[config.mk]
export PLATFORM = sky130hd
export DESIGN_NAME = bus_requester
export DESIGN_NICKNAME = d
export VERILOG_FILES = /design/src/shared/bus_node_pkg.sv /design/src/verilog/grant_chain_cell.sv /design/src/verilog/bus_requester.sv
export SDC_FILE = /design/constraint.sdc
export NUM_CORES = 1
export LEC_CHECK = 0
export ABC_AREA = 1
export BUFFER_PORTS_ARGS = -buffer_cell sky130_fd_sc_hd__buf_4
export CAP_MARGIN = 40
export CORE_ASPECT_RATIO = 1.5
export CORE_UTILIZATION = 40
export CTS_BUF_LIST = sky130_fd_sc_hd__clkbuf_16
export DETAILED_ROUTE_END_ITERATION = 7
export PLACE_DENSITY = 0.67
export SYNTH_ARGS = -nofsm -noshare
export SYNTH_HDL_FRONTEND = slang
export SYNTH_SLANG_ARGS = --single-unit
[constraint.sdc]
create_clock -name clk -period 2.3 [get_ports clk]
set_input_delay 0.46 -clock clk [delete_from_list [all_inputs] [get_ports clk]]
set_output_delay 0.46 -clock clk [all_outputs]
set_load 0.02 [all_outputs]
[src/shared/bus_node_pkg.sv]
// Functional notes
// - Only one master at a time; take bus only when idle and granted.
// - Grants travel from the arbiter at the front toward the back end.
// - A grant at a level we do not request is passed on unchanged.
// - A grant at a level we request is blocked; we become next master.
// - Nearer device on the same level wins, seeing the grant first.
// - Arbitration may proceed while another master still transfers.
// - Non-processor winner may transfer between any two bus devices.
// - Interrupting devices must request on a processor level, never non-processor.
// - No bus clock; each transfer advances only by the sync handshake.
// - Read: drive slave address first, then assert master sync.
// - No fixed delay between master sync and slave sync; master waits.
package bus_node_pkg;
	localparam int NUM_LEVELS  = 5;
	localparam int ADDR_W      = 18;
	localparam int DATA_W      = 16;
	// Level positions on the request and grant vectors
	localparam int LVL_IRQ4    = 0;
	localparam int LVL_IRQ5    = 1;
	localparam int LVL_IRQ6    = 2;
	localparam int LVL_IRQ7    = 3;
	localparam int LVL_NONPROC = 4;
	// Address settle time before master sync, in ns, and the derived cycle count
	localparam int CLK_PERIOD_PS   = 4000;
	localparam int ADDR_SETUP_NS   = 150;
	localparam int ADDR_SETUP_CYC  = (ADDR_SETUP_NS * 1000 + CLK_PERIOD_PS - 1) / CLK_PERIOD_PS;
	localparam int SETUP_CNT_W     = 8;
	localparam logic [SETUP_CNT_W-1:0] SETUP_CNT_RESET = 8'h00;
	localparam logic [DATA_W-1:0]      RDATA_RESET     = 16'h0000;

	typedef struct packed {
		logic              nonproc;     // Non-processor request when set and interrupt clear
		logic [1:0]        irq_level;   // 3 = level 7 .. 0 = level 4
		logic              interrupt;   // Transfer is for interrupting the processor
		logic              write;       // Write word when set, else read word
		logic [ADDR_W-1:0] addr;
		logic [DATA_W-1:0] wdata;
	} cmd_t;

	typedef struct packed {
		logic [DATA_W-1:0] rdata;
		logic              write;
	} resp_t;

	typedef enum logic [5:0] {
		ST_IDLE    = 6'b000001,
		ST_REQUEST = 6'b000010,
		ST_WAITBUS = 6'b000100,
		ST_SETUP   = 6'b001000,
		ST_WAITACK = 6'b010000,
		ST_RELEASE = 6'b100000
	} state_t;
endpackage : bus_node_pkg

[src/verilog/grant_chain_cell.sv]
`timescale 1ns/1ps
`default_nettype none
module grant_chain_cell
	import bus_node_pkg::*;
#(
	parameter int LEVELS = NUM_LEVELS
) (
	input  wire logic              clk,          // System clock
	input  wire logic              resetn,       // Async reset, active low
	input  wire logic [LEVELS-1:0] grant_pin,    // Grant lines from the arbiter side
	input  wire logic [LEVELS-1:0] want,         // One-hot level we are requesting
	output logic      [LEVELS-1:0] grant_fwd,    // Grant lines toward the back end
	output logic                   won           // High while we hold a blocked grant
);
	logic [LEVELS-1:0] sync1_reg;
	logic [LEVELS-1:0] sync2_reg;
	logic [LEVELS-1:0] prev_reg;
	logic [LEVELS-1:0] block_reg;

	genvar g;
	generate
		for (g = 0; g < LEVELS; g++) begin : g_level
			always_ff @(posedge clk or negedge resetn) begin
				if (!resetn) begin
					sync1_reg[g] <= 1'b0;
					sync2_reg[g] <= 1'b0;
					prev_reg[g]  <= 1'b0;
					block_reg[g] <= 1'b0;
				end else begin
					sync1_reg[g] <= grant_pin[g];
					sync2_reg[g] <= sync1_reg[g];
					prev_reg[g]  <= sync2_reg[g];
					// Claim only on the grant's arrival so a late request never chops a grant
					// already passed downstream
					if (!sync2_reg[g])
						block_reg[g] <= 1'b0;
					else if (!prev_reg[g] && want[g])
						block_reg[g] <= 1'b1;
				end
			end
			// Unwanted grants ripple on toward the back end
			assign grant_fwd[g] = sync2_reg[g] & ~block_reg[g] & ~(want[g] & ~prev_reg[g]);
		end
	endgenerate

	assign won = |block_reg;
endmodule : grant_chain_cell
`default_nettype wire

[src/verilog/bus_requester.sv]
`timescale 1ns/1ps
`default_nettype none
module bus_requester
	import bus_node_pkg::*;
#(
	parameter int LEVELS = NUM_LEVELS
) (
	input  wire logic              clk,            // System clock, 250 MHz
	input  wire logic              resetn,         // Async reset, active low
	// User side
	input  wire logic              cmd_valid,      // Command offered
	output logic                   cmd_ready,      // Command accepted this cycle
	input  wire cmd_t              cmd,            // Transfer command
	output logic                   resp_valid,     // One-cycle completion pulse
	output resp_t                  resp,           // Completion data, registered
	output logic                   busy,           // Node is arbitrating or transferring
	// Arbitration lines
	output logic      [LEVELS-1:0] request_out,    // Request line value (asserted high)
	output logic      [LEVELS-1:0] request_oe,     // Request line drive enable
	input  wire logic [LEVELS-1:0] grant_in,       // Grants from the front end side
	output logic      [LEVELS-1:0] grant_out,      // Grants passed toward the back end
	input  wire logic              bus_busy_in,    // Some master owns the bus
	output logic                   bus_busy_out,   // Bus busy value
	output logic                   bus_busy_oe,    // Bus busy drive enable
	// Data transfer lines
	output logic      [ADDR_W-1:0] addr_out,       // Slave address
	output logic                   addr_oe,        // Address drive enable
	input  wire logic [DATA_W-1:0] data_in,        // Data lines as seen on the bus
	output logic      [DATA_W-1:0] data_out,       // Write data
	output logic                   data_oe,        // Data drive enable
	output logic                   control_write,  // High for a write transfer
	output logic                   master_sync_strobe,    // Master sync value
	output logic                   master_sync_oe,        // Master sync drive enable
	input  wire logic              slave_sync_ack  // Slave sync from the bus
);
	// No slave timeout: a slave that never answers holds the bus until reset
	// Arbitration and handshake run on synchronised copies, trading a few cycles for safety
	state_t                 state_reg;
	cmd_t                   cmd_reg;
	logic [LEVELS-1:0]      want_reg;
	logic [SETUP_CNT_W-1:0] setup_cnt_reg;
	logic [DATA_W-1:0]      rdata_reg;
	logic                   resp_valid_reg;
	logic                   won;
	// Synchronised copies of pins driven by other devices
	logic                   busy_s1_reg;
	logic                   busy_s2_reg;
	logic                   ssync_s1_reg;
	logic                   ssync_s2_reg;
	logic [LEVELS-1:0]      want_next;

	// Busy, slave sync and grant pins from other devices pass two flops before any logic reads them
	// Bus busy is the wired-OR of every master, our own drive included
	always_ff @(posedge clk or negedge resetn) begin
		if (!resetn) begin
			busy_s1_reg <= 1'b0;
			busy_s2_reg <= 1'b0;
		end else begin
			busy_s1_reg <= bus_busy_in;
			busy_s2_reg <= busy_s1_reg;
		end
	end

	// Slave sync costs two cycles of latency; the handshake tolerates any delay
	always_ff @(posedge clk or negedge resetn) begin
		if (!resetn) begin
			ssync_s1_reg <= 1'b0;
			ssync_s2_reg <= 1'b0;
		end else begin
			ssync_s1_reg <= slave_sync_ack;
			ssync_s2_reg <= ssync_s1_reg;
		end
	end

	// Pick the request line for a new command
	always_comb begin
		want_next = '0;
		if (cmd.nonproc && !cmd.interrupt) begin
			want_next[LVL_NONPROC] = 1'b1;
		end else begin
			// Interrupting transfers always use a processor level
			case (cmd.irq_level)
				2'h3:    want_next[LVL_IRQ7] = 1'b1;
				2'h2:    want_next[LVL_IRQ6] = 1'b1;
				2'h1:    want_next[LVL_IRQ5] = 1'b1;
				default: want_next[LVL_IRQ4] = 1'b1;
			endcase
		end
	end

	grant_chain_cell #(
		.LEVELS    (LEVELS)
	) u_chain (
		.clk       (clk),
		.resetn    (resetn),
		.grant_pin (grant_in),
		.want      (want_reg),
		.grant_fwd (grant_out),
		.won       (won)
	);

	// Handshake output straight from state, high only while idle
	assign cmd_ready = state_reg == ST_IDLE;

	always_ff @(posedge clk or negedge resetn) begin
		if (!resetn) begin
			state_reg <= ST_IDLE;
		end else begin
			case (state_reg)
				ST_IDLE: begin
					// Commands are taken only here, one word per command
					if (cmd_valid)
						state_reg <= ST_REQUEST;
				end
				ST_REQUEST: begin
					// Winning may happen while another master still transfers
					if (won)
						state_reg <= ST_WAITBUS;
				end
				ST_WAITBUS: begin
					// Take the bus only once the previous master and slave have let go
					if (!busy_s2_reg && !ssync_s2_reg)
						state_reg <= ST_SETUP;
				end
				ST_SETUP: begin
					// Address, and write data, stand for the whole settle time before master sync
					if (setup_cnt_reg == SETUP_CNT_W'(ADDR_SETUP_CYC - 1))
						state_reg <= ST_WAITACK;
				end
				ST_WAITACK: begin
					// No timeout: a slow slave is given all the time it needs
					if (ssync_s2_reg)
						state_reg <= ST_RELEASE;
				end
				ST_RELEASE: begin
					// Keep the address up until the slave has let go of slave sync
					if (!ssync_s2_reg)
						state_reg <= ST_IDLE;
				end
				default: state_reg <= ST_IDLE;
			endcase
		end
	end

	// Command is held until the next one is taken, so the bus sees a steady address
	always_ff @(posedge clk or negedge resetn) begin
		if (!resetn)
			cmd_reg <= '0;
		else if (state_reg == ST_IDLE && cmd_valid)
			cmd_reg <= cmd;
	end

	// Requested level
	always_ff @(posedge clk or negedge resetn) begin
		if (!resetn) begin
			want_reg <= '0;
		end else begin
			if (state_reg == ST_IDLE && cmd_valid) begin
				want_reg <= want_next;
			end else if (state_reg == ST_REQUEST && won) begin
				// Drop the request once the grant is held so the arbiter can move on
				want_reg <= '0;
			end
		end
	end

	// Address settle counter
	always_ff @(posedge clk or negedge resetn) begin
		if (!resetn)
			setup_cnt_reg <= SETUP_CNT_RESET;
		else if (state_reg == ST_SETUP)
			setup_cnt_reg <= setup_cnt_reg + SETUP_CNT_W'(1);
		else
			setup_cnt_reg <= SETUP_CNT_RESET;
	end

	// Read data is taken at slave sync, which doubles as the data strobe
	// Data lines settle before slave sync rises and the synchroniser adds two more cycles
	always_ff @(posedge clk or negedge resetn) begin
		if (!resetn)
			rdata_reg <= RDATA_RESET;
		else if (state_reg == ST_WAITACK && ssync_s2_reg && !cmd_reg.write)
			rdata_reg <= data_in;
	end

	// Completion pulse for reads and writes alike
	always_ff @(posedge clk or negedge resetn) begin
		if (!resetn)
			resp_valid_reg <= 1'b0;
		else
			resp_valid_reg <= state_reg == ST_WAITACK && ssync_s2_reg;
	end

	assign resp_valid = resp_valid_reg;
	assign resp.rdata = rdata_reg;
	assign resp.write = cmd_reg.write;
	assign busy       = state_reg != ST_IDLE;

	// Request lines are wired-OR: drive only our own level, only while it is wanted
	assign request_out = want_reg;
	assign request_oe  = want_reg;

	// Bus ownership from setup through the end of the handshake
	logic owner;
	assign owner        = state_reg == ST_SETUP || state_reg == ST_WAITACK || state_reg == ST_RELEASE;
	assign bus_busy_out = owner;
	assign bus_busy_oe  = owner;

	// Address drive enable follows ownership, data drive enable too on writes, so both are let go together
	assign addr_out       = cmd_reg.addr;
	assign addr_oe        = owner;
	assign control_write  = cmd_reg.write;
	assign data_out       = cmd_reg.wdata;
	assign data_oe        = owner && cmd_reg.write;

	// Master sync only after the address has settled, and dropped once slave sync is seen
	assign master_sync_strobe = state_reg == ST_WAITACK;
	assign master_sync_oe     = state_reg == ST_WAITACK;
endmodule : bus_requester
`default_nettype wire

==> results of run 1 <==
final timing paths:
path,cells after the start,end,slack (ns)
hold / removal,1,u_chain.sync2_reg[4],0.13
hold reg to reg,0,u_chain.sync2_reg[2],0.35
setup / recovery,6,data_oe,0.17
max in group asynchronous,2,data_out[7],1.54
min in group clk,1,u_chain.sync1_reg[0],0.21
setup reg to reg,7,request_oe[0],0.42
logic make-up after synthesis:
group	after synthesis	share of synthesized area
AO/OA/AOI/OAI	15	0.01999
AND/OR/NAND/NOR	246	0.2825
adder cells (fa/ha/maj)	2	0.006449
flip-flops	95	0.6130
buffers and inverters	56	0.07804
layer usage:
layer  part of all wire  global-route usage  vias up
met5                  0                   0        -
met4              0.022             0.09320        0
met3              0.050             0.03271       12
met2               0.55              0.3177       93
met1               0.38              0.2065     1472
li1                   -                   -     1558
power groups by stage:
| stage | registers [mW] | logic [mW] | clock network [mW] |
|---|---|---|---|
| 2_1_floorplan | 3.01 | 1.12 | 0 |
| 3_3_place_gp | 2.52 | 2.67 | 0 |
| 3_5_place_dp | 2.52 | 2.72 | 0 |
| 4_1_cts | 2.50 | 2.73 | 1.50 |
| 5_1_grt | 2.56 | 2.94 | 1.57 |
| 6_report | 2.50 | 2.69 | 1.46 |
final cells by class:
class	instances	area (um2)
fillers	852	4069
repair buffers	143	1086
well taps	112	140.1
flip-flops and latches	95	2379
clock inverters	7	68.82
clock buffers	9	225.2
multi-input cells	263	1199
inverters	37	141.4
cell usage after synthesis, drive strengths merged:
cell	count
nor2	45
dfrtp	94
nand2	154
clkinv	1
ha	2
a21o	1
buf	18
nor4	1
inv	36
nand4	8
dfstp	1
a21oi	4
clkbuf	1
nand3	30
nor3	8
o21ai	10
stage by stage:
step	total power, mW	std cells	cell area [um2]	setup WS, ns
2_1_floorplan	4.131	414	3880	0.5736
3_3_place_gp	5.188	650	4945	0.5081
3_5_place_dp	5.242	650	4945	0.4433
4_1_cts	6.731	666	5239	0.1355
5_1_grt	7.063	666	5239	0.04954
6_report	6.652	666	5239	0.1694
==> impl_metrics.env, run 1 <==
export IMPL_layout_commonest_cell="nand2_1"
export IMPL_vias_per_cell=4.707
export IMPL_clk_root_buffer_cell="clkbuf_16"
export IMPL_synth_seq_cells=95
export IMPL_startpoint_type="register"
export IMPL_timing_final_crit_share=0.9263
export IMPL_synthDominantCellAreaShare=0.6063
export IMPL_ctsLongestPathBuffers=2
export IMPL_numPortBuffers=140
export IMPL_grt_max_degree=51
export IMPL_ir_drop_mv=0.6682
export IMPL_dominant_delay_contributor_by_cell_family_on_the_critical_path="simple AND/OR/NAND/NOR gates"
export IMPL_p_clk_frac=0.220
export IMPL_result_of_the_run="finished clean"
export IMPL_synth_fp_nets=481
export IMPL_boundaryPins=141
export IMPL_cpPeakStageDelay_ns=0.44
export IMPL_final_setup_viol_count=0
export IMPL_largest_reg_flops=18
export IMPL_finalHoldViolCount=0
export IMPL_r2r_start="state_reg[0]"
export IMPL_fin_util=0.5628
export IMPL_die_height_um=122.6
export IMPL_cp_end_kind="output port"
export IMPL_post_route_drc_count=0
export IMPL_critical_path_buf_inv_count=2
export IMPL_synthesis_instances=414
export IMPL_fin_worst_skew_ns=0.007206
export IMPL_first_iteration_detailed_routing_drc_count=123
export IMPL_max_slew_worst_pin_slew_ns=0.6277
export IMPL_drv_max_cap_violation_count=0
export IMPL_grt_antenna_before_repair=0
export IMPL_first_pass_iters=4
export IMPL_h_tree_level_count=3
export IMPL_hpwl_um=6302
export IMPL_clock_sink_count=95
export IMPL_crit_path_cell_trace="nor2_4, nand3_2, nand3_1, nand2_1, inv_1, buf_4"
export IMPL_critPathMaxFanout=8
export IMPL_diodes=0
export IMPL_routed_via_count=3135
export IMPL_post_synth_instance_area_um2=3880
export IMPL_start_util=0.4169
export IMPL_totalWireLength_um=8672
export IMPL_tns_ns=0
export IMPL_clock_insertion_delay_worst_skew_ns=0.35
export IMPL_ant_nets=0
export IMPL_drive_gt1_frac=0.3105
export IMPL_synth_yosys_seq_area_share=0.6130
export IMPL_criticalPathCategory="register to output port"
export IMPL_synthToLayoutAreaGrowth_pct=35.02
export IMPL_achievable_frequency_mhz=469.4
export IMPL_cp_arrival_ns=1.67
export IMPL_power_per_cell_area_nw_per_um2=1270
export IMPL_post_synth_top_area_cell="dfrtp_1"
export IMPL_rsz0062_at_grt="false"
export IMPL_crit_path_launch="state_reg[5]"
export IMPL_internal_power_mw=3.985
export IMPL_yosys_warnings=0
export IMPL_track_usage=0.1817
export IMPL_globalplace_congestion=0.8265
export IMPL_die_w_um=82.42
export IMPL_seq_power_share=0.376
export IMPL_design_core_area_um2=9308
export IMPL_pwr_share_comb=0.404
export IMPL_period_minus_slack_ns=2.131
export IMPL_grt_first_pass_wirelength_um=13520
export IMPL_route_detailed_wl_per_inst_um=13.02
export IMPL_clk_pin_slew_worst_paths_ns=0.07
export IMPL_ctsResizeCount=0
export IMPL_fp_dieArea_um2=10110
export IMPL_first_global_vias=2974
export IMPL_cts_post_setup_buffers_inserted=0
export IMPL_cts_tree="built"
export IMPL_final_net_count=616
export IMPL_post_synth_main_area_contributors="dfrtp_1 61%, nand2_1 15%, nor2_1 3.7%"
export IMPL_average_cell_area_after_synthesis_um2=9.372
export IMPL_timing_hold_ws_ns=0.1257
export IMPL_min_delay_path_class="input port to asynchronous set/reset pin"
export IMPL_cts_made_buffers=9
export IMPL_crit_required_ns=1.84
export IMPL_final_cell_mix="153 x nand2_1, 142 x buf_4, 94 x dfrtp_1"
export IMPL_slew_viol_final=0
export IMPL_p_sw_mw=2.668
export IMPL_synthDistinctLibCells=25
export IMPL_leakagePower_nw=2.809
export IMPL_std_cell_rows=43
export IMPL_crit_path_top_delay_cell="dfrtp_1"
export IMPL_relSlewSlack=0.5815
export IMPL_cts_hold_repair_buffers=0
export IMPL_power_switching_share=0.4010
export IMPL_globalRoute_totalOverflow=0
(Power assumes the default switching activity.)
==> run 2, diff against run 1 <==
--- a/config.mk
+++ b/config.mk
@@ -15,4 +15,5 @@
 export PLACE_DENSITY = 0.67
 export SYNTH_ARGS = -nofsm -noshare
 export SYNTH_HDL_FRONTEND = slang
+export SYNTH_HIERARCHICAL = 1
 export SYNTH_SLANG_ARGS = --single-unit
==> run 2 against run 1 <==
Compared with the run above: clock-buffer cell count is the same; via count is 0.38% higher; power fell by 4.8%; fmax rose by 1.3%; clock power hardly changed; non-clock buffer count grew 1; synthesized area grew 1.5%; combinational power is 7% lower; sequential power down 5%; die area increased by 1.5%; critical path type unchanged; critical endpoint unchanged.
==> impl_metrics.env, run 2 <==
export IMPL_first_pass_iters=4
export IMPL_yosys_area_share_simple=0.2852
export IMPL_cp_arrival_ns=1.64
export IMPL_start_util=0.4090
export IMPL_synth_flop_cell="dfrtp_1"
export IMPL_layout_cells_non_filler=681
export IMPL_synthesis_instances=426
export IMPL_fp_dieArea_um2=10260
export IMPL_clock_insertion_delay_worst_skew_ns=0.34
export IMPL_hpwl_um=6283
export IMPL_relSlewSlack=0.6176
export IMPL_post_synth_top_area_cell="dfrtp_1"
export IMPL_drive_gt1_frac=0.3481
export IMPL_ctsLongestPathBuffers=2
export IMPL_ant_nets=0
export IMPL_fin_worst_skew_ns=0.004827
export IMPL_startpoint_type="register"
export IMPL_clk_pin_slew_worst_paths_ns=0.07
export IMPL_achievable_frequency_mhz=475.3
export IMPL_synth_xor_area_share=0
export IMPL_tns_ns=0
export IMPL_post_synth_instance_area_um2=3940
export IMPL_timing_final_crit_share=0.9147
export IMPL_netlist_top_cells_count="161 x nand2_1, 94 x dfrtp_1, 37 x inv_1"
export IMPL_largest_reg_flops=18
export IMPL_clk_root_buffer_cell="clkbuf_16"
export IMPL_synthToLayoutAreaGrowth_pct=35.03
export IMPL_grt_max_degree=96
export IMPL_synth_enable_flop_cells=0
export IMPL_boundaryPins=141
export IMPL_route_detailed_wl_per_inst_um=12.80
export IMPL_synthDistinctLibCells=27
export IMPL_finalHoldViolCount=0
export IMPL_yosys_area_share_adder=0.006351
export IMPL_clock_sink_count=95
export IMPL_r2r_setup_slack_ns=0.57
export IMPL_track_usage=0.1832
export IMPL_power_per_cell_area_nw_per_um2=1190
export IMPL_crit_required_ns=1.84
export IMPL_yosys_warnings=6
export IMPL_synth_fp_nets=493
export IMPL_multiplexer_share_of_the_synthesized_area=0
export IMPL_first_global_vias=3115
export IMPL_period_minus_slack_ns=2.104
export IMPL_average_cell_area_after_synthesis_um2=9.249
export IMPL_met3_length_um=504
export IMPL_slew_viol_final=0
export IMPL_synth_yosys_seq_area_share=0.6037
export IMPL_synth_compound_area_frac=0.02382
export IMPL_critPathMaxFanout=9
export IMPL_criticalPathCategory="register to output port"
export IMPL_routed_via_count=3147
export IMPL_die_height_um=123.6
export IMPL_vias_per_cell=4.621
export IMPL_min_delay_path_class="input port to asynchronous set/reset pin"
export IMPL_design_core_area_um2=9634
export IMPL_result_of_the_run="finished clean"
export IMPL_yosysMostFrequentCell="nand2_1"
export IMPL_die_w_um=83.04
export IMPL_post_layout_total_power_mw=6.332
export IMPL_synthDominantCellAreaShare=0.5970
export IMPL_cts_made_buffers=9
export IMPL_cts_tree="built"
export IMPL_totalWireLength_um=8716
export IMPL_grt_first_pass_wirelength_um=14640
export IMPL_reg2reg_depth=9
export IMPL_post_route_drc_count=0
export IMPL_synth_top_family_by_area="simple AND/OR/NAND/NOR gates"
export IMPL_layout_commonest_cell="nand2_1"
export IMPL_h_tree_level_count=3
export IMPL_ir_drop_mv=0.8656
export IMPL_grt_antenna_before_repair=0
export IMPL_leakagePower_nw=2.885
export IMPL_drv_max_cap_violation_count=0
export IMPL_first_iteration_detailed_routing_drc_count=160
export IMPL_post_synth_main_area_contributors="dfrtp_1 60%, nand2_1 15%, nand3_1 3.9%"
export IMPL_detailroute_wirelength_met2_um=4300
export IMPL_wl_met1_um=3622
export IMPL_std_cell_rows=44
export IMPL_highest_metal_used="met4"
export IMPL_final_cell_mix="161 x nand2_1, 143 x buf_4, 94 x dfrtp_1"
export IMPL_numPortBuffers=140
export IMPL_max_slew_worst_pin_slew_ns=0.5728
export IMPL_final_setup_viol_count=0
export IMPL_globalRoute_totalOverflow=0
export IMPL_synth_seq_cells=95
export IMPL_rsz0062_at_grt="false"
export IMPL_cell_count_after_placement=666
export IMPL_globalplace_congestion=0.8014
export IMPL_async_reset_ff_frac=1.000
export IMPL_fin_util=0.5522
export IMPL_diodes=0
export IMPL_cp_end_kind="output port"
export IMPL_final_net_count=629
[run 2: cell types whose count changed in the layout (fill, tap and decap cells not counted), moves of 3 or more]
| cell | delta |
|---|---|
| nand2_2 | +10 |
| a21oi_2 | +5 |
| nor2_1 | -17 |
| nor3_1 | -4 |
| nand2_1 | +8 |
| o21ai_0 | -3 |
| nor2_2 | +5 |
| o21ai_1 | -3 |
| nand3_1 | +4 |
| inv_8 | -3 |
| inv_2 | +7 |
[run 2: cell families after synthesis]
logic type / after synthesis
flip-flops: 95
buffers and inverters: 64
adder cells (fa/ha/maj): 2
AND/OR/NAND/NOR: 251
AO/OA/AOI/OAI: 14
[run 2: critical path, cell delays in order, from the launching register on]
cell     delay (ns)
dfrtp_1        0.43
nor2_4         0.20
nand3_2        0.20
nand3_1        0.21
nand2_1        0.07
inv_1          0.06
buf_4          0.13
[run 2: metrics by stage]
| step | hold WS, ns | cell area, um2 | setup slack [ns] |
|---|---|---|---|
| 2_1_floorplan | 0.1644 | 3940 | 0.5248 |
| 3_3_place_gp | 0.3327 | 5027 | 0.5293 |
| 3_5_place_dp | 0.3347 | 5027 | 0.4625 |
| 4_1_cts | 0.1885 | 5315 | 0.09057 |
| 5_1_grt | 0.2134 | 5320 | 0.01439 |
| 6_report | 0.1517 | 5320 | 0.1963 |
[run 2: where the power goes]
part           total (mW)  internal [mW]  switching [mW]  leakage (nW)
clock network        1.44          0.832           0.612         0.135
logic                2.50          0.964            1.54          1.61
registers            2.38           2.10           0.284          1.14
total                6.33           3.90            2.44          2.89
[run 2: what timing repair did]
item,CTS,global route
hold buffers,0,0
endpoints found under the setup margin,0,1
setup buffers,0,0
hold endpoints to repair,0,0
resized for setup,0,1
[run 2: area by class of cell]
cell class	count	area, um2
fill	895	4314
inverter	45	168.9
tap	115	143.9
multi-input combinational	267	1247
timing repair buffer	144	1094
sequential	95	2379
clock buffer	9	225.2
clock inverter	6	62.56
[run 2: final timing paths]
path                         startpoint                    to
max in group asynchronous        resetn          state_reg[0]
setup / recovery           state_reg[5]               data_oe
hold reg to reg            ssync_s1_reg          ssync_s2_reg
hold / removal                   resetn           data_out[9]
setup reg to reg           state_reg[0]         request_oe[3]
min in group clk            grant_in[0]  u_chain/sync1_reg[0]
[run 2: layer usage]
metal,vias to the layer above,global-route usage
met1,1457,0.2145
met2,99,0.3069
met5,-,0
met4,0,0.1013
li1,1574,-
met3,17,0.04940
